==> src/gpc_defines.svh <==
// Register indices, field positions and reset values for the pin config block
`ifndef GPC_DEFINES_SVH
`define GPC_DEFINES_SVH

`define GPC_IDX_P51      8'h40
`define GPC_IDX_P52      8'h41
`define GPC_IDX_P53      8'h42
`define GPC_IDX_P54      8'h43
`define GPC_IDX_LEVEL    8'h44
`define GPC_BIT_DIR      0
`define GPC_BIT_POL      1
`define GPC_FN_HI        3
`define GPC_FN_LO        2
`define GPC_BIT_OTYPE    7
`define GPC_CFG_WMASK    8'h8F
`define GPC_RST_P51      8'h01
`define GPC_RST_P52      8'h01
`define GPC_RST_P53      8'h01
`define GPC_RST_P54      8'h01
`define GPC_ALT_LATENCY  4

`endif

==> src/gpc_pkg.sv <==
// Types shared by the pin config block
package gpc_pkg;
    typedef enum logic [1:0] {
        GPC_FN_GPIO  = 2'h0,
        GPC_FN_SER   = 2'h1,
        GPC_FN_IRQ   = 2'h2,
        GPC_FN_RSVD  = 2'h3
    } gpc_fn_t;

    typedef enum logic [1:0] {
        GPC_BUS_IDLE = 2'h1,
        GPC_BUS_ACK  = 2'h2
    } gpc_bus_st_t;
endpackage

==> src/gpc_pin_cell.sv <==
// One pin: input synchroniser, polarity and output driver control
`timescale 1ns/1ps
`default_nettype none
`include "gpc_defines.svh"
module gpc_pin_cell
(
    input  wire logic       clk,
    input  wire logic       rst_n,
    input  wire logic [7:0] cfg,
    input  wire logic       out_val,
    input  wire logic       pad_in,
    output var  logic       pad_out,
    output var  logic       pad_oe,
    output var  logic       level
);
    import gpc_pkg::*;

    logic [1:0] sync_ff;
    logic       level_ff;
    logic       out_ff;
    logic       oe_ff;
    logic       pol_val;
    logic       drive;
    logic       od;

    assign pol_val = out_val ^ cfg[`GPC_BIT_POL];
    // Alternate functions are inputs, so only plain I/O may drive
    // drive only as plain output
    assign drive   = !cfg[`GPC_BIT_DIR] && (cfg[`GPC_FN_HI:`GPC_FN_LO] == GPC_FN_GPIO);
    assign od      = cfg[`GPC_BIT_OTYPE];

    // Two stages before anything reads the pad
    always_ff @(posedge clk or negedge rst_n)
    begin
        if (!rst_n)
            sync_ff <= 2'h0;
        else
            sync_ff <= {sync_ff[0], pad_in};
    end

    // Polarity applies to the sampled level as well
    always_ff @(posedge clk or negedge rst_n)
    begin
        if (!rst_n)
            level_ff <= 1'b0;
        else
            level_ff <= sync_ff[1] ^ cfg[`GPC_BIT_POL];
    end

    // Open drain only ever pulls low; a high is left to the pull-up
    always_ff @(posedge clk or negedge rst_n)
    begin
        if (!rst_n)
        begin
            out_ff <= 1'b0;
            oe_ff  <= 1'b0;
        end
        else
        begin
            out_ff <= od ? 1'b0 : pol_val;
            oe_ff  <= drive && (!od || !pol_val);
        end
    end

    assign pad_out = out_ff;
    assign pad_oe  = oe_ff;
    assign level   = level_ff;
endmodule
`default_nettype wire

==> src/gpc_wb_slave.sv <==
// Classic Wishbone slave front end with one wait state
`timescale 1ns/1ps
`default_nettype none
`include "gpc_defines.svh"
module gpc_wb_slave
#(
    parameter int ADR_W = 10
)
(
    input  wire logic             clk,
    input  wire logic             rst_n,
    input  wire logic             wb_cyc_i,
    input  wire logic             wb_stb_i,
    input  wire logic             wb_we_i,
    input  wire logic [3:0]       wb_sel_i,
    input  wire logic [ADR_W-1:0] wb_adr_i,
    input  wire logic [31:0]      wb_dat_i,
    output var  logic [31:0]      wb_dat_o,
    output var  logic             wb_ack_o,
    input  wire logic [7:0]       rd_data,
    output var  logic [7:0]       reg_idx,
    output var  logic             wr_en,
    output var  logic [7:0]       wr_data
);
    import gpc_pkg::*;

    gpc_bus_st_t st_ff;
    gpc_bus_st_t nxt_st;
    logic [7:0]  dat_ff;
    logic        req;

    assign req     = wb_cyc_i && wb_stb_i;
    assign reg_idx = wb_adr_i[9:2];
    assign wr_data = wb_dat_i[7:0];

    // Answer comes one cycle after the request; ack lasts one cycle
    always_comb
    begin
        case (st_ff)
            GPC_BUS_IDLE: nxt_st = req ? GPC_BUS_ACK : GPC_BUS_IDLE;
            GPC_BUS_ACK:  nxt_st = GPC_BUS_IDLE;
            default:      nxt_st = GPC_BUS_IDLE;
        endcase
    end

    always_ff @(posedge clk or negedge rst_n)
    begin
        if (!rst_n)
            st_ff <= GPC_BUS_IDLE;
        else
            st_ff <= nxt_st;
    end

    // Read data captured as the answer is prepared
    always_ff @(posedge clk or negedge rst_n)
    begin
        if (!rst_n)
            dat_ff <= 8'h00;
        else if (st_ff == GPC_BUS_IDLE && req)
            dat_ff <= rd_data;
    end

    // Write lands on the edge where the master sees ack
    assign wr_en    = (st_ff == GPC_BUS_ACK) && req && wb_we_i && wb_sel_i[0];
    assign wb_ack_o = (st_ff == GPC_BUS_ACK) && req;
    assign wb_dat_o = {24'h000000, dat_ff};
endmodule
`default_nettype wire

==> src/gpc_top.sv <==
// Port group 5 low pin configuration registers with pad and routing logic
//
// Behaviour
// - Config bit 0 is direction: one makes the pin input, zero output.
// - Config bit 1 inverts the pin's logic sense when set.
// - Bits 3:2 pick function; 00 plain I/O, 11 reserved; pin 5.1 IRQ4/carrier.
// - Pin 5.2 function 10 routes IRQ5, 01 routes serial-2 receive data.
// - Config bit 7 set gives open-drain drive, clear gives push-pull.
// - Pin 5.1 and 5.2 configs at 40, 41 are read/write, reset 0x01.
// - Pin 5.3 config at 42 shares the layout; function 10 routes IRQ7.
// - Pin 5.4 config at 43 has the same four fields.
`timescale 1ns/1ps
`default_nettype none
`include "gpc_defines.svh"
module gpc_top
#(
    parameter int ADR_W = 10
)
(
    input  wire logic             clk,
    input  wire logic             rst_n,
    input  wire logic             wb_cyc_i,
    input  wire logic             wb_stb_i,
    input  wire logic             wb_we_i,
    input  wire logic [3:0]       wb_sel_i,
    input  wire logic [ADR_W-1:0] wb_adr_i,
    input  wire logic [31:0]      wb_dat_i,
    output var  logic [31:0]      wb_dat_o,
    output var  logic             wb_ack_o,
    input  wire logic [3:0]       pin_out_data,
    input  wire logic [3:0]       pad_in,
    output var  logic [3:0]       pad_out,
    output var  logic [3:0]       pad_oe,
    output var  logic [3:0]       pin_in_data,
    output var  logic             irq4_req,
    output var  logic             irq5_req,
    output var  logic             irq7_req,
    output var  logic             serial2_carrier_detect,
    output var  logic             serial2_receive_data
);
    import gpc_pkg::*;

    localparam logic [7:0] RST_VAL [4] = '{`GPC_RST_P51, `GPC_RST_P52,
                                           `GPC_RST_P53, `GPC_RST_P54};
    localparam logic [7:0] IDX_VAL [4] = '{`GPC_IDX_P51, `GPC_IDX_P52,
                                           `GPC_IDX_P53, `GPC_IDX_P54};

    logic [7:0] cfg_ff [4];
    logic [3:0] level;
    logic [7:0] reg_idx;
    logic       wr_en;
    logic [7:0] wr_data;
    logic [7:0] rd_data;
    logic       irq4_ff;
    logic       irq5_ff;
    logic       irq7_ff;
    logic       dcd_ff;
    logic       rxd_ff;
    gpc_fn_t    fn [4];

    // Bus front end
    gpc_wb_slave #(
        .ADR_W    (ADR_W)
    ) u_bus (
        .clk      (clk),
        .rst_n    (rst_n),
        .wb_cyc_i (wb_cyc_i),
        .wb_stb_i (wb_stb_i),
        .wb_we_i  (wb_we_i),
        .wb_sel_i (wb_sel_i),
        .wb_adr_i (wb_adr_i),
        .wb_dat_i (wb_dat_i),
        .wb_dat_o (wb_dat_o),
        .wb_ack_o (wb_ack_o),
        .rd_data  (rd_data),
        .reg_idx  (reg_idx),
        .wr_en    (wr_en),
        .wr_data  (wr_data)
    );

    // One config register and one pad cell per pin
    genvar gi;
    generate
        for (gi = 0; gi < 4; gi++)
        begin : g_pin
            always_ff @(posedge clk or negedge rst_n)
            begin
                if (!rst_n)
                    cfg_ff[gi] <= RST_VAL[gi];
                else if (wr_en && reg_idx == IDX_VAL[gi])
                    cfg_ff[gi] <= wr_data & `GPC_CFG_WMASK;
            end

            assign fn[gi] = gpc_fn_t'(cfg_ff[gi][`GPC_FN_HI:`GPC_FN_LO]);

            // direction and driver type in the cell
            gpc_pin_cell u_cell (
                .clk     (clk),
                .rst_n   (rst_n),
                .cfg     (cfg_ff[gi]),
                .out_val (pin_out_data[gi]),
                .pad_in  (pad_in[gi]),
                .pad_out (pad_out[gi]),
                .pad_oe  (pad_oe[gi]),
                .level   (level[gi])
            );
        end
    endgenerate

    // Sampled levels go to the data register logic outside
    assign pin_in_data = level;

    // Register read mux; unmapped words read as zero
    always_comb
    begin
        case (reg_idx)
            `GPC_IDX_P51:   rd_data = cfg_ff[0];
            `GPC_IDX_P52:   rd_data = cfg_ff[1];
            `GPC_IDX_P53:   rd_data = cfg_ff[2];
            `GPC_IDX_P54:   rd_data = cfg_ff[3];
            `GPC_IDX_LEVEL: rd_data = {4'h0, level};
            default:        rd_data = 8'h00;
        endcase
    end

    // Interrupt routes are active high and idle low when not selected
    // pin 5.1 to IRQ4
    always_ff @(posedge clk or negedge rst_n)
    begin
        if (!rst_n)
        begin
            irq4_ff <= 1'b0;
            irq5_ff <= 1'b0;
            irq7_ff <= 1'b0;
        end
        else
        begin
            irq4_ff <= (fn[0] == GPC_FN_IRQ) && level[0];
            irq5_ff <= (fn[1] == GPC_FN_IRQ) && level[1];
            irq7_ff <= (fn[2] == GPC_FN_IRQ) && level[2];
        end
    end

    // Serial inputs idle high so an unrouted line looks quiet to the port
    // pin 5.1 to carrier detect
    always_ff @(posedge clk or negedge rst_n)
    begin
        if (!rst_n)
        begin
            dcd_ff <= 1'b1;
            rxd_ff <= 1'b1;
        end
        else
        begin
            dcd_ff <= (fn[0] == GPC_FN_SER) ? level[0] : 1'b1;
            rxd_ff <= (fn[1] == GPC_FN_SER) ? level[1] : 1'b1;
        end
    end

    assign irq4_req               = irq4_ff;
    assign irq5_req               = irq5_ff;
    assign irq7_req               = irq7_ff;
    assign serial2_carrier_detect = dcd_ff;
    assign serial2_receive_data   = rxd_ff;
endmodule
`default_nettype wire

==> config.mk <==
export PLATFORM = sky130hd
export DESIGN_NAME = gpc_top
export DESIGN_NICKNAME = d
export VERILOG_FILES = /design/src/gpc_pkg.sv /design/src/gpc_pin_cell.sv /design/src/gpc_wb_slave.sv /design/src/gpc_top.sv
export VERILOG_INCLUDE_DIRS = /design/src
export SDC_FILE = /design/constraint.sdc
export NUM_CORES = 1
export LEC_CHECK = 0
export BUFFER_PORTS_ARGS = -buffer_cell sky130_fd_sc_hd__buf_2
export CORE_AREA = 2 2 81 68
export DETAILED_ROUTE_END_ITERATION = 10
export DIE_AREA = 0 0 83 70
export PLACE_DENSITY = 0.94
export RECOVER_POWER = 50
export SLEW_MARGIN = 25
export SYNTH_ARGS = -nofsm -noshare
export SYNTH_HDL_FRONTEND = slang
export SYNTH_SLANG_ARGS = --single-unit
==> constraint.sdc <==
create_clock -name clk -period 4.3 [get_ports clk]
set_clock_uncertainty 0.2 [all_clocks]
set_input_delay 0.86 -clock clk [delete_from_list [all_inputs] [get_ports clk]]
set_output_delay 0.86 -clock clk [all_outputs]
set_load 0.01 [all_outputs]
==> results.md <==
- Port Buffer Count: 49
- Critical Path AT: ~2.5 ns
- Yosys warns: 0
- Row cnt: 24
- Slowest cell on crit path: nor3_2
- Final Max Tran Viols: 0
- Lkg Pwr: 1.30 nW
- Final Util: 0.512
- Die H: around 70 um
- Crit-path max cell delay: 0.48 ns
- Die area: 0.00581 mm^2
- Final hold violation count: 0
- # nets final: 288
- CP max FO: 9
- Crit path launch: wb_adr_i[4]
- Vias in the first global route: between 1000 and 1500
- Average cell area after synthesis: 12.7 um^2
- Routability cong.: 0.871
- Initial antenna violation count: 0
- Critical path endpoint: cfg_ff[26]
- Synth cell types: 34
- Die Wd: 83 um
- Starting DRT DRC Count: 116
- Core ar.: 0.00513 mm^2
- CTS root buf: clkbuf_8
- Starting density of the core: 0.469
- Min Tclk post-route: 2.46 ns
- WL final: 4.19 mm
- Cts repair resizes: 0
- DR pass1 iterations: 4
- GR Util All Layers: 0.152
- Detailed-route via count: roughly 1400
- Share of layout cells above drive strength 1: 0.391
- Dpl cell area: between 0.002 and 0.003 mm^2
- Critical path, cell by cell: buf_2 > nor4_4 > nand4_2 > nor3_2 > mux2_2
- Clock sink count: 52
- Actual slew at the worst max-slew pin: 0.558 ns
- Crit path kind: in -> reg
- P per Cell Area: 341 mW/mm^2
- Final Power: 0.897 mW
- H-tree levels: 2
- Run status: finished, final reports clean
- Reg2reg path depth: 4
- Boundary pin count: 109
- RSZ-0062 raised after global routing: no
- Flop-to-flop setup slack: 2.30 ns
- Max Cap Viol: 0
- CTS tree: built
- Hpwl dp: roughly 3.2 mm
- Area Overhead vs Synth: 9.26%
- CTS clk-pin slew, worst paths: 0.09 ns
- Hold WS: 0.154 ns
- # Post-CTS Setup Buffers: 0
- Area leader, netlist: dfrtp_1
- Setup-failing EPs final: 0
- Avg WL per Cell: about 14 um
- Required time worst endpoint: around 4.3 ns
- Vias/cell: between 4 and 5
- Synth top area cells: dfrtp_1 (47%), buf_4 (12%), dfstp_2 (7.6%)
- Fin area: 0.00263 mm^2
- CP delay by family, top: simple AND/OR/NAND/NOR gates
- Setup TNS Final: 0 ns
- Worst path depth: 5
- # hold bufs at CTS: 0
- RR Startpoint: u_bus.st_ff[0]
- Register area share after synthesis: 0.544
- Gr ovfl total: 0
- Crit end category: register
- Global-route wire length before repair: roughly 7 mm
- Reg2Reg Capture Point: cfg_ff[26]
- Antenna fix cells: 0
- Slew headroom: 0.626
- Syn Std Cell Area: 0.00241 mm^2
- Synth Instances: about 190
- Hold Path Class: reg -> reg
- Largest net degree at the start of global routing: 46
- Post-route ant nets: 0
- Crit start category: input pin
- IR drop worst, VDD: roughly 0.00021 V
- Drt drc: 0
- Cts bufs inserted: 5
- Worst-skew pair later-pin latency: 0.31 ns
- # fillers: 455
- FMAX: 406 MHz
- CP bufs+invs: 1
- Synthesized flop and latch total: 52
- Post-route clock period utilization: 0.572
- Area share of the largest cell type after synthesis: 0.468
- Max clock buf depth: 2
## cell type report
type                            instances  area (um^2)  area share
Clock buffer                            5         68.8      0.0262
Clock inverter                          3         42.5      0.0162
Inverter                                3         11.3     0.00428
Multi-Input combinational cell        117          866       0.329
Sequential cell                        52         1310       0.498
Tap cell                               65         81.3      0.0309
Timing Repair Buffer                   50          249      0.0947
## state kept, by name (all words and copies together) (netlist names), 2 cells and up
register and cells:
cfg_ff 20, g_pin.u_cell.level 4, g_pin.u_cell.pad_oe 4, g_pin.u_cell.pad_out 4
g_pin.u_cell.sync_ff 8, u_bus.dat_ff 5, u_bus.st_ff 2
## routing by layer
layer	wire length [um]	vias up	global-route usage
met2	1990	57	0.237
met3	289	7	0.0485
met1	1850	696	0.202
met4	60	0	0.0546
met5	0	-	0
li1	-	659	-
## cell families (layout without fill, tap and decap cells)
group / after synthesis / count (layout) / share of synthesized area
flops: 52 / 52 / 0.544
buf+inv: 46 / 61 / 0.136
simple gates: 40 / 40 / 0.111
mux: 29 / 29 / 0.144
compound gates: 13 / 13 / 0.0333
xor+xnor: 8 / 8 / 0.0291
other cells: 1 / 27 / 0.00156
## worst min path at each step
stage / startpoint / to / slack (ns) / cells after the start
after global routing: g_pin[3].u_cell.sync_ff[0] / g_pin[3].u_cell.sync_ff[1] / 0.16 / 0
after floorplan: g_pin[0].u_cell.sync_ff[0] / g_pin[0].u_cell.sync_ff[1] / 0.13 / 0
final: g_pin[2].u_cell.sync_ff[0] / g_pin[2].u_cell.sync_ff[1] / 0.15 / 0
after detailed placement: g_pin[2].u_cell.sync_ff[0] / g_pin[2].u_cell.sync_ff[1] / 0.13 / 0
after global placement: g_pin[1].u_cell.sync_ff[0] / g_pin[1].u_cell.sync_ff[1] / 0.13 / 0
after CTS: g_pin[2].u_cell.sync_ff[0] / g_pin[2].u_cell.sync_ff[1] / 0.16 / 0
## per-stage QoR
step	instances	worst slack, ns
floorplan	215	1.77
global placement	287	1.57
detailed placement	287	1.54
CTS	295	1.84
global route	295	1.76
finish	295	1.84
## cell usage in the layout, fill, tap and decap left out, drive strengths merged, types with 2 or more instances in the layout
cell type and n:
nor4 6, or3b 2, nor2 6, nor2b 5
and3b 2, dfrtp 45, nor3 4, mux2 20
buf 47, dfstp 7, o32ai 3, nand2 6
a31oi 3, xnor2 4, mux2i 8, inv 3
and4b 2, o21ai 6, xor2 4, nand3 2
conb 27, clkbuf 8
## Yosys cell counts (all sizes together)
cell type / instances
nor3: 4
nor2b: 5
buf: 43
nor2: 6
xnor2: 4
a31oi: 3
and3b: 2
nand3: 2
inv: 3
conb: 1
or3: 1
nand2b: 1
a21oi: 1
mux2i: 8
xor2: 4
nor4: 6
and4b: 2
and2: 1
or3b: 2
o32ai: 3
dfstp: 7
mux4: 1
mux2: 20
o21ai: 6
nand4: 1
nand2: 6
dfrtp: 45
nand3b: 1
## power by group
part	leakage (nW)	internal [mW]	switching (mW)
sequential	0.643	0.498	0.00400
combinational	0.605	0.0195	0.0438
clock	0.0541	0.172	0.159
Note: power is estimated with default switching activity, not from simulation.
